--- config.mk ---
export PLATFORM = sky130hd
export DESIGN_NAME = bmc_line_timing
export DESIGN_NICKNAME = d
export VERILOG_FILES = /design/src/design/bmc_pkg.sv /design/src/design/bmc_edge_window.sv /design/src/design/bmc_line_timing.sv
export VERILOG_INCLUDE_DIRS = /design/src /design/src/design
export SDC_FILE = /design/constraint.sdc
export NUM_CORES = 1
export LEC_CHECK = 0
export ABC_AREA = 1
export BUFFER_PORTS_ARGS = -buffer_cell sky130_fd_sc_hd__buf_2
export CORE_AREA = 2 2 103 105
export DETAILED_ROUTE_END_ITERATION = 16
export DIE_AREA = 0 0 105 107
export PLACE_DENSITY = 0.74
export SETUP_SLACK_MARGIN = 0.5
export SKIP_LAST_GASP = 1
export SYNTH_ARGS = -nofsm -noshare
export SYNTH_HDL_FRONTEND = slang
export SYNTH_SLANG_ARGS = --single-unit
--- constraint.sdc ---
create_clock -name clock -period 3.1 [get_ports clock]
set_input_delay 0.62 -clock clock [delete_from_list [all_inputs] [get_ports clock]]
set_output_delay 0.62 -clock clock [all_outputs]
set_load 0.01 [all_outputs]
--- src/design/bmc_map.svh ---
// Register offsets, field positions, reset values and timing counts of the line timing block
`ifndef BMC_MAP_SVH
`define BMC_MAP_SVH
`define BMC_ADDR_W 16
`define BMC_OFS_SQL_ASSERT 16'h1AA8
`define BMC_OFS_SQL_HOLD 16'h1AA9
`define BMC_OFS_TX_BIT 16'h1AB0
`define BMC_OFS_IDLE_WIN 16'h1AB1
`define BMC_OFS_ST_CTL_A 16'h1AC0
`define BMC_RST_TIMING 8'h00
`define BMC_RST_ST_CTL_A 8'h00
`define BMC_ST_RX_EN_BIT 4
`define BMC_ST_EN_BIT 3
`define BMC_ST_MODE_MSB 2
`define BMC_ST_WR_MASK 8'h1F
`define BMC_TICK_DIV 2'h3
`define BMC_EDGES_NEEDED 2'h3
`endif

--- src/design/bmc_pkg.sv ---
// Types shared by the line timing block
package bmc_pkg;
  typedef enum logic [1:0] {
    BMC_SQ_OFF = 2'b00,
    BMC_SQ_ON = 2'b01,
    BMC_SQ_HOLD = 2'b10
  } bmc_sq_state_t;
endpackage

--- src/design/bmc_edge_window.sv ---
// Counts line edges inside a tick-based window and flags three edges seen
`timescale 1ns/1ps
`include "bmc_map.svh"
module bmc_edge_window #(
  parameter int W = 8
) (
  // Clock and reset
  input wire logic clock,
  input wire logic rst,
  // Control
  input wire logic tick,
  input wire logic edge_seen,
  input wire logic [W-1:0] limit,
  input wire logic add_one,
  // Results
  output logic hit,
  output logic expired
);
  logic [W:0] tmr_ff;
  logic [1:0] cnt_ff;
  logic [W:0] nxt_tmr;
  logic [1:0] nxt_cnt;
  logic run_ff;
  logic nxt_run;
  // Window end: limit ticks, plus one extra clock when asked
  wire logic [W:0] lim_ext = {1'b0, limit};
  wire logic open_w = run_ff;
  wire logic done = open_w && tick && (tmr_ff >= lim_ext) && !add_one;
  wire logic done_x = open_w && (tmr_ff > lim_ext) && add_one;
  assign expired = done || done_x;
  assign hit = edge_seen && (cnt_ff == 2'h2) && !expired;
  always_comb begin
    nxt_tmr = tmr_ff;
    nxt_cnt = cnt_ff;
    nxt_run = run_ff;
    if (hit) begin
      // A run of three restarts the window, so a line that then goes quiet still times out
      nxt_cnt = 2'h0;
      nxt_tmr = '0;
      nxt_run = 1'b1;
    end else if (expired) begin
      nxt_cnt = edge_seen ? 2'h1 : 2'h0;
      nxt_tmr = '0;
      nxt_run = edge_seen;
    end else if (edge_seen) begin
      nxt_cnt = cnt_ff + 2'h1;
      if (!run_ff) begin
        nxt_tmr = '0;
        nxt_run = 1'b1;
      end
    end else if (open_w && tick && tmr_ff <= lim_ext) begin
      nxt_tmr = tmr_ff + {{W{1'b0}}, 1'b1};
    end else if (open_w && add_one && tmr_ff == lim_ext) begin
      nxt_tmr = tmr_ff + {{W{1'b0}}, 1'b1};
    end
  end
  always_ff @(posedge clock or posedge rst) begin
    if (rst) begin
      tmr_ff <= '0;
      cnt_ff <= 2'h0;
      run_ff <= 1'b0;
    end else begin
      tmr_ff <= nxt_tmr;
      cnt_ff <= nxt_cnt;
      run_ff <= nxt_run;
    end
  end
endmodule

--- src/design/bmc_line_timing.sv ---
// Line timing control: squelch, idle detection, transmit bit timer, self-test enables
`timescale 1ns/1ps
`include "bmc_map.svh"
module bmc_line_timing #(
  parameter int CW = 8
) (
  // Clock and reset
  input wire logic clock,
  input wire logic rst,
  // Register port
  input wire logic [`BMC_ADDR_W-1:0] reg_addr,
  input wire logic reg_wr,
  input wire logic [7:0] reg_wdata,
  output logic [7:0] reg_rdata,
  // Receive side
  input wire logic rx_line,
  input wire logic rx_drop,
  input wire logic rx_data_in,
  input wire logic rx_data_valid_in,
  input wire logic loopback_en,
  output logic squelch,
  output logic line_active,
  output logic rx_data_out,
  output logic rx_data_valid_out,
  // Transmit side
  input wire logic tx_run,
  output logic tx_bit_strobe,
  // Self-test
  output logic selftest_receiver_enable,
  output logic selftest_enable,
  output logic selftest_rx_restart
);
  // ****************************************
  // Registers
  // ****************************************
  logic [CW-1:0] sql_assert_ff;
  logic [CW-1:0] sql_hold_ff;
  logic [CW-1:0] tx_bit_ff;
  logic [CW-1:0] idle_win_ff;
  logic [7:0] st_ctl_ff;
  wire logic hit_asrt = reg_wr && (reg_addr == `BMC_OFS_SQL_ASSERT);
  wire logic hit_hold = reg_wr && (reg_addr == `BMC_OFS_SQL_HOLD);
  wire logic hit_txb = reg_wr && (reg_addr == `BMC_OFS_TX_BIT);
  wire logic hit_idle = reg_wr && (reg_addr == `BMC_OFS_IDLE_WIN);
  wire logic hit_st = reg_wr && (reg_addr == `BMC_OFS_ST_CTL_A);
  wire logic [7:0] nxt_st = reg_wdata & `BMC_ST_WR_MASK;
  always_ff @(posedge clock or posedge rst) begin
    if (rst) begin
      sql_assert_ff <= `BMC_RST_TIMING;
      sql_hold_ff <= `BMC_RST_TIMING;
      tx_bit_ff <= `BMC_RST_TIMING;
      idle_win_ff <= `BMC_RST_TIMING;
      st_ctl_ff <= `BMC_RST_ST_CTL_A;
    end else begin
      if (hit_asrt) sql_assert_ff <= reg_wdata[CW-1:0];
      if (hit_hold) sql_hold_ff <= reg_wdata[CW-1:0];
      if (hit_txb) tx_bit_ff <= reg_wdata[CW-1:0];
      if (hit_idle) idle_win_ff <= reg_wdata[CW-1:0];
      if (hit_st) st_ctl_ff <= nxt_st;
    end
  end
  // Reserved bits and unmapped offsets read as zero
  wire logic [7:0] rd_asrt = (reg_addr == `BMC_OFS_SQL_ASSERT) ? 8'(sql_assert_ff) : 8'h00;
  wire logic [7:0] rd_hold = (reg_addr == `BMC_OFS_SQL_HOLD) ? 8'(sql_hold_ff) : 8'h00;
  wire logic [7:0] rd_txb = (reg_addr == `BMC_OFS_TX_BIT) ? 8'(tx_bit_ff) : 8'h00;
  wire logic [7:0] rd_idle = (reg_addr == `BMC_OFS_IDLE_WIN) ? 8'(idle_win_ff) : 8'h00;
  wire logic [7:0] rd_st = (reg_addr == `BMC_OFS_ST_CTL_A) ? st_ctl_ff : 8'h00;
  assign reg_rdata = rd_asrt | rd_hold | rd_txb | rd_idle | rd_st;

  // ****************************************
  // Self-test control
  // ****************************************
  logic rx_en_d_ff;
  always_ff @(posedge clock or posedge rst) begin
    if (rst) begin
      rx_en_d_ff <= 1'b0;
    end else begin
      rx_en_d_ff <= st_ctl_ff[`BMC_ST_RX_EN_BIT];
    end
  end
  assign selftest_receiver_enable = st_ctl_ff[`BMC_ST_RX_EN_BIT];
  assign selftest_enable = st_ctl_ff[`BMC_ST_EN_BIT];
  // Rising edge only, so a fresh request needs a clear then a set
  assign selftest_rx_restart = st_ctl_ff[`BMC_ST_RX_EN_BIT] && !rx_en_d_ff;
  // Hard reset detection is lost too while this block is on
  wire logic rx_block = selftest_enable && loopback_en;
  assign rx_data_out = rx_block ? 1'b0 : rx_data_in;
  assign rx_data_valid_out = rx_block ? 1'b0 : rx_data_valid_in;

  // ****************************************
  // Divide-by-four tick
  // ****************************************
  logic [1:0] div_ff;
  always_ff @(posedge clock or posedge rst) begin
    if (rst) begin
      div_ff <= 2'h0;
    end else begin
      div_ff <= div_ff + 2'h1;
    end
  end
  wire logic tick = (div_ff == `BMC_TICK_DIV);

  // ****************************************
  // Edge detection
  // ****************************************
  logic line_d_ff;
  always_ff @(posedge clock or posedge rst) begin
    if (rst) begin
      line_d_ff <= 1'b0;
    end else begin
      line_d_ff <= rx_line;
    end
  end
  wire logic edge_seen = rx_line ^ line_d_ff;

  // Squelch window: value x 4 + 1 clocks
  wire logic sq_hit;
  bmc_edge_window #(.W(CW)) u_sq_win (
    .clock(clock),
    .rst(rst),
    .tick(tick),
    .edge_seen(edge_seen),
    .limit(sql_assert_ff),
    .add_one(1'b1),
    .hit(sq_hit),
    .expired()
  );
  // Idle window: ends on the first tick more than value x 4 clocks after its first edge
  wire logic idle_hit;
  wire logic idle_exp;
  bmc_edge_window #(.W(CW)) u_idle_win (
    .clock(clock),
    .rst(rst),
    .tick(tick),
    .edge_seen(edge_seen),
    .limit(idle_win_ff),
    .add_one(1'b0),
    .hit(idle_hit),
    .expired(idle_exp)
  );
  logic active_ff;
  logic hold_seen_ff;
  always_ff @(posedge clock or posedge rst) begin
    if (rst) begin
      active_ff <= 1'b0;
      hold_seen_ff <= 1'b0;
    end else begin
      if (idle_hit) active_ff <= 1'b1;
      else if (idle_exp || (hold_seen_ff && tick)) active_ff <= 1'b0;
      // An idle window with no run of three is a full quiet period
      hold_seen_ff <= active_ff && !idle_hit && idle_exp;
    end
  end
  assign line_active = active_ff;

  // ****************************************
  // Squelch state and hold timer
  // ****************************************
  bmc_pkg::bmc_sq_state_t sq_ff;
  bmc_pkg::bmc_sq_state_t nxt_sq;
  logic [CW+2:0] hold_ff;
  logic [CW+2:0] nxt_hold;
  // Hold counted in clocks: value x 4 + 1
  wire logic [CW+2:0] hold_end = {1'b0, sql_hold_ff, 2'b00};
  always_comb begin
    nxt_sq = sq_ff;
    nxt_hold = hold_ff;
    case (sq_ff)
      bmc_pkg::BMC_SQ_OFF: begin
        if (sq_hit) nxt_sq = bmc_pkg::BMC_SQ_ON;
      end
      bmc_pkg::BMC_SQ_ON: begin
        // Drop decision comes from the bit-time limit checker
        if (rx_drop) begin
          nxt_sq = bmc_pkg::BMC_SQ_HOLD;
          nxt_hold = '0;
        end
      end
      bmc_pkg::BMC_SQ_HOLD: begin
        if (hold_ff >= hold_end) nxt_sq = bmc_pkg::BMC_SQ_OFF;
        else nxt_hold = hold_ff + {{(CW+2){1'b0}}, 1'b1};
      end
      default: nxt_sq = bmc_pkg::BMC_SQ_OFF;
    endcase
  end
  always_ff @(posedge clock or posedge rst) begin
    if (rst) begin
      sq_ff <= bmc_pkg::BMC_SQ_OFF;
      hold_ff <= '0;
    end else begin
      sq_ff <= nxt_sq;
      hold_ff <= nxt_hold;
    end
  end
  assign squelch = (sq_ff != bmc_pkg::BMC_SQ_OFF);

  // ****************************************
  // Transmit bit timer
  // ****************************************
  logic [CW-1:0] bit_cnt_ff;
  logic strobe_ff;
  always_ff @(posedge clock or posedge rst) begin
    if (rst) begin
      bit_cnt_ff <= '0;
      strobe_ff <= 1'b0;
    end else if (!tx_run) begin
      bit_cnt_ff <= tx_bit_ff;
      strobe_ff <= 1'b0;
    end else if (bit_cnt_ff == '0) begin
      bit_cnt_ff <= tx_bit_ff;
      strobe_ff <= 1'b1;
    end else begin
      bit_cnt_ff <= bit_cnt_ff - {{(CW-1){1'b0}}, 1'b1};
      strobe_ff <= 1'b0;
    end
  end
  assign tx_bit_strobe = strobe_ff;
endmodule

======== Word level (Yosys, flattened, before mapping) ========
Cells that the tools add are included.
cells by class
  add/sub/neg operators ................... 7
  magnitude comparators ................... 5
  equal/unequal tests ..................... 17
  multiplexer cells ....................... 43
  bitwise gates (word level) .............. 5
  reductions and logical operators ........ 39
operators by type and width
  operator                 number
  $mux W9                  11
  $eq A16 B13 Y1 const B   5
  $mux W8                  6
  $or A8 B8 Y8             3
  $mux W11                 2
  $pmux W11 S2             1
  $logic_and A1 B1 Y1      21
  $add A9 B1 Y9 const B    2
  $le A9 B8 Y1             2
  $mux W2                  9
  $mux W1                  12
  $add A11 B1 Y11 const B  1
  $ge A11 B10 Y1           1
  $eq A9 B8 Y1             1
  $ge A9 B8 Y1             1
  $gt A9 B8 Y1             1
  $eq A2 B2 Y1 const B     4
  $logic_not A8 Y1         1
  $ne A2 B2 Y1 const B     4
  $ne A4 B4 Y1 const B     2
  $or A8 B5 Y8             1
  $sub A8 B1 Y8 const B    1
  $add A2 B1 Y2 const B    3
  $pmux W2 S3              1
  12 further kinds         20
word-level totals
  register bits ........................... 89
  bits of input ports ..................... 33
  output and inout port bits .............. 16
  word-level logic and storage cells ...... 136

======== Depth between registers and ports, before layout ========
  word-level depth ........................ 8
  mapped depth ............................ 15
  mapped depth without buffers ............ 15

======== Modules after synthesis ========
Synthesis repeated with hierarchy kept, for this count alone.
second synthesis, totals
  cell total of the unflattened synthesis .. 777
  area, all modules ....................... 5683.0 µm²
modules (own cells, without submodules)
  module                        instances  cells each  area each (µm²)  sequential area each (µm²)
  bmc_line_timing               1          481         3607.2           1626.6
  bmc_edge_window (u_idle_win)  1          149         1042.2           300.3
  bmc_edge_window (u_sq_win)    1          147         1033.5           300.3

======== Worst setup path before layout ========
No wires, ideal clock.
  path kind ............................... input port to output port
  from .................................... input reg_addr[8]
  to ...................................... output reg_rdata[3]
  arrival time ............................ 1.732 ns
  data required time ...................... 2.480 ns
  setup slack ............................. 0.748 ns
  cell stages on the path ................. 8
  path buffers ............................ 1
  path through ............................ nor2_1 nand3_1 nor4_4 buf_2 nand4_1 nor2_1 a21oi_1 nand2_1
between the ends
  cells in the longest elaborated chain, start to end .. 6
  elaborated cells on any way between the ends .. 14
  those cells by class .................... 5 x eq/ne; 5 x mux; 4 x bitwise
ends and longest elaborated chain
  what                             line                                          source
  from (decl)                      bmc_line_timing.sv:11                         input wire logic [`BMC_ADDR_W-1:0] reg_addr,
  $eq A16 B13 Y1 (no source line)  -
  $mux W8 (on tied branches)       bmc_line_timing.sv:63, bmc_line_timing.sv:64
  $or A8 B8 Y8 (3 in series)       bmc_line_timing.sv:68                         assign reg_rdata = rd_asrt | rd_hold | rd_txb | rd_idle | rd_st;
  $or A8 B5 Y8 *                   bmc_line_timing.sv:68
  to (decl)                        bmc_line_timing.sv:14                         output logic [7:0] reg_rdata,
Mark *: on every way between the ends. The rest lies on a longest branch, timed or not.

======== Worst setup path after layout ========
  from .................................... input reg_addr[2]
  to ...................................... output reg_rdata[4]
The elaborated chain is that of the path after synthesis.

==> impl_table.tex <==
\begin{tabular}{lr}
\hline
Metric & Value \\
\hline
\multicolumn{2}{l}{\textbf{Final layout}} \\
\quad Leading cell type in the layout, fill and taps excluded & nand2\_1 \\
\quad Ant diodes & 0 \\
\quad Share of cells above drive strength 1 & 15.26\% \\
\quad Most frequent cells in the layout & 201 x nand2\_1, 107 x inv\_1, 89 x dfrtp\_1 \\
\quad Layout Area Growth over Synthesis & 13.66\% \\
\quad Total Nets Final & 841 \\
\quad Post-route core utilization & 60.97\% \\
\multicolumn{2}{l}{\textbf{GRT}} \\
\quad Number of global-route vias before repair & 4673 \\
\quad GRT Overall Usage & 23.34\% \\
\quad Remaining Overflow, GRT & 0 \\
\quad Number of antenna violations at the first check in global routing & 0 \\
\quad Largest net degree at the start of global routing & 40 \\
\quad First-pass GRT wire length & 21130 um \\
\multicolumn{2}{l}{\textbf{Critical path}} \\
\quad Data arrival, critical path & 1.93 ns \\
\quad Launch point of the worst reg-to-reg path & u\_idle\_win.tmr\_ff[4] \\
\quad R2R setup slack & 0.78 ns \\
\quad Element type at the critical path end & output pin \\
\quad Number of cell instances on the worst register-to-register path & 10 \\
\quad Worst R2R End & u\_idle\_win.tmr\_ff[8] \\
\quad Kind of critical path & in2out \\
\quad Required time worst endpoint & 2.48 ns \\
\quad Startpoint type of the worst setup path & input pin \\
\quad Highest net fanout along the worst path & 4 \\
\multicolumn{2}{l}{\textbf{Detailed routing}} \\
\quad Routed wire length on met2 & 6004 um \\
\quad Via Count & 4780 \\
\quad WL met1 & 5566 um \\
\quad Highest metal layer with signal wires & met4 \\
\quad Iter 0 DRT Violations & 254 \\
\quad Routed WL & 12440 um \\
\quad Count of nets left with antenna violations after detail routing & 0 \\
\quad DRT Pass-1 Iters & 5 \\
\quad Mean routed wirelength per cell & 13.58 um \\
\quad Drt drc & 0 \\
\quad Detailed-route vias per instance & 5.218 \\
\quad Routed met3 length & 563 um \\
\multicolumn{2}{l}{\textbf{Floorplanning}} \\
\quad Die Wd & 105 um \\
\quad Core Footprint & 10090 um2 \\
\quad Die Footprint & 11240 um2 \\
\quad Std-Cell Rows & 37 \\
\quad Die boundary height & 107 um \\
\quad Effective utilization at floorplan & 53.64\% \\
\quad Number of top-level pins & 49 \\
\multicolumn{2}{l}{\textbf{Clocking}} \\
\quad TritonCTS clock tree & built \\
\quad Num CTS Buffers & 9 \\
\quad Clock Tree Buf Depth & 2 \\
\quad Cell chosen for the clock root & clkbuf\_8 \\
\quad Register clock-pin slew on the reported worst setup and hold paths & 0.08 ns \\
\quad Later-pin clock latency in the skew report & 0.37 ns \\
\quad Clk sinks & 89 \\
\quad Number of levels in the clock H-tree & 3 \\
\multicolumn{2}{l}{\textbf{Synthesis}} \\
\quad Largest cells by area after synthesis & dfrtp\_1 41\%, nand2\_1 14\%, ha\_1 7.6\%, inv\_1 7.6\%, nand3\_1 4.8\% \\
\quad Cell Area, Synth & 5414 um2 \\
\quad Ys flop type & dfrtp\_1 \\
\quad Number of synthesized flops with an enable pin & 0 \\
\quad Avg Inst Size Synth & 7.561 um2 \\
\quad Synth async-reset ratio & 100.0\% \\
\quad Portion of the post-synthesis area used by sequential elements & 41.14\% \\
\quad Share of the synthesized area in the top cell type & 41.14\% \\
\quad Flop and latch count out of synthesis & 89 \\
\quad Gate count of the mapped netlist & 716 \\
\quad Synthesized netlist net count & 782 \\
\quad Number of synthesis warnings & 0 \\
\quad Library cell occupying the most area in the post-synthesis netlist & dfrtp\_1 \\
\quad Count of different cell masters after synthesis & 35 \\
\multicolumn{2}{l}{\textbf{Timing}} \\
\quad Maximum clock rate & 0.3918 GHz \\
\quad Final sum of negative setup slack & 0 ns \\
\quad Endpoints failing setup & 0 \\
\quad Tightest hold margin & 0.3843 ns \\
\quad Number of pins exceeding their max-slew limit in the final report & 0 \\
\quad Hold violation total from the final report & 0 \\
\quad Final Critical Period & 2.552 ns \\
\quad Unrepaired setup endpoints after global routing & yes \\
\quad Transition at the pin with the smallest max-transition slack & 0.9901 ns \\
\quad Largest clock skew in the final design & 0.01061 ns \\
\quad Relative slew slack & 33.38\% \\
\quad Share of the clock period used by the worst path & 82.33\% \\
\multicolumn{2}{l}{\textbf{Power and ir drop}} \\
\quad Post-layout total power & 3.292 mW \\
\quad Worst IR Drop VDD & 366.7 uV \\
\quad Ratio of total power to cell area & 535.0 nW/um2 \\
\quad Leakage power & 3.236 nW \\
\multicolumn{2}{l}{\textbf{Placed design}} \\
\quad GPL Wtd Cong & 0.8970 \\
\quad HPWL after DPL & 9110 um \\
\quad I/O Buffers & 48 \\
\multicolumn{2}{l}{\textbf{Worst hold path}} \\
\quad Number of instances on the worst hold path & 1 \\
\quad Hold Crit Start & rx\_line \\
\quad Hold endpoint & line\_d\_ff \\
\quad HP Class & in2reg \\
\multicolumn{2}{l}{\textbf{Outcome}} \\
\quad Run status & completed \\
\multicolumn{2}{l}{\textbf{Job}} \\
\quad MaxCap Viol Count & 0 \\
\hline
\end{tabular}
## synthesized netlist by cell type, types with 7 or more instances
library cell / n
o21ai_2: 8
o21ai_0: 27
nand4_1: 19
nand3_1: 52
nand2_2: 7
ha_1: 33
dfrtp_1: 89
a21oi_1: 9
o21ai_1: 31
inv_1: 110
xor2_1: 13
nand2_1: 201
nor2_1: 55
xnor2_1: 7
## worst max-delay path, cell delays in order
cell	delay, ns
buf_2	0.10
nor2_1	0.15
inv_1	0.11
nor3_4	0.28
nand3_2	0.16
o21ai_0	0.22
inv_1	0.06
nand2_1	0.09
buf_2	0.13
## per-stage QoR
step	cells	cell area, um2	setup slack (ns)
floorplan	716	5418	0.7475
global placement	893	5807	0.5338
detailed placement	893	5807	0.4967
CTS	909	6073	0.5041
global route	916	6153	0.4396
finish	916	6153	0.5478
## metal layers
layer,vias up,GRT usage [%]
li1,2404,-
met1,2224,29.28
met2,128,39.70
met3,24,4.195
met4,0,10.00
met5,-,0
## cells by family (layout without fill, tap and decap cells)
group / Yosys count / in the layout / share of synthesized area, %
and+or+nand+nor: 368 / 368 / 30.48
buffers and inverters: 125 / 189 / 9.152
DFF: 89 / 89 / 41.14
adders and majority gates: 33 / 33 / 7.627
xor gates and xnor gates: 20 / 20 / 3.236
muxes: 1 / 1 / 0.1849
AOI/OAI and AO/OA: 80 / 80 / 8.181
## repair_timing
item | CTS | global route
setup endpoints to repair | 2 | 8
pin swaps | 0 | 2
setup buffers | 0 | 6
cloned | 0 | 1
resized for setup | 2 | 13
hold buffers | 0 | 0
## report_power, final
part,internal [mW],switching [mW]
registers,1.26,0.0837
clock network,0.615,0.427
logic,0.305,0.598
## flip-flops by register name (all words and copies together), names as in the netlist, 2 cells and up
| register | flops |
|---|---|
| st_ctl_ff | 5 |
| sq_ff | 2 |
| sql_hold_ff | 8 |
| u_idle_win.cnt_ff | 2 |
| idle_win_ff | 8 |
| tx_bit_ff | 8 |
| sql_assert_ff | 8 |
| hold_ff | 11 |
| u_sq_win.cnt_ff | 2 |
| u_idle_win.tmr_ff | 9 |
| bit_cnt_ff | 8 |
| div_ff | 2 |
| u_sq_win.tmr_ff | 9 |
## layout make-up
| cell class | count | area (um2) |
|---|---|---|
| tap | 136 | 170.2 |
| inverter | 113 | 430.4 |
| clock buffer | 10 | 127.6 |
| clock inverter | 6 | 130.1 |
| multi-input combinational | 502 | 2724 |
| fill | 911 | 3939 |
| timing repair buffer | 60 | 344.1 |
| sequential | 89 | 2227 |
## worst max path at each step
| stage | start | end | slack [ns] |
|---|---|---|---|
| finish | reg_addr[2] | reg_rdata[4] | 0.55 |
| global route | reg_addr[8] | reg_rdata[4] | 0.44 |
| CTS | reg_addr[8] | reg_rdata[2] | 0.50 |
| detailed placement | reg_addr[6] | reg_rdata[2] | 0.50 |
| global placement | reg_addr[8] | reg_rdata[4] | 0.53 |
| floorplan | reg_addr[8] | reg_rdata[3] | 0.75 |
Power figures use the tool's default switching activity.
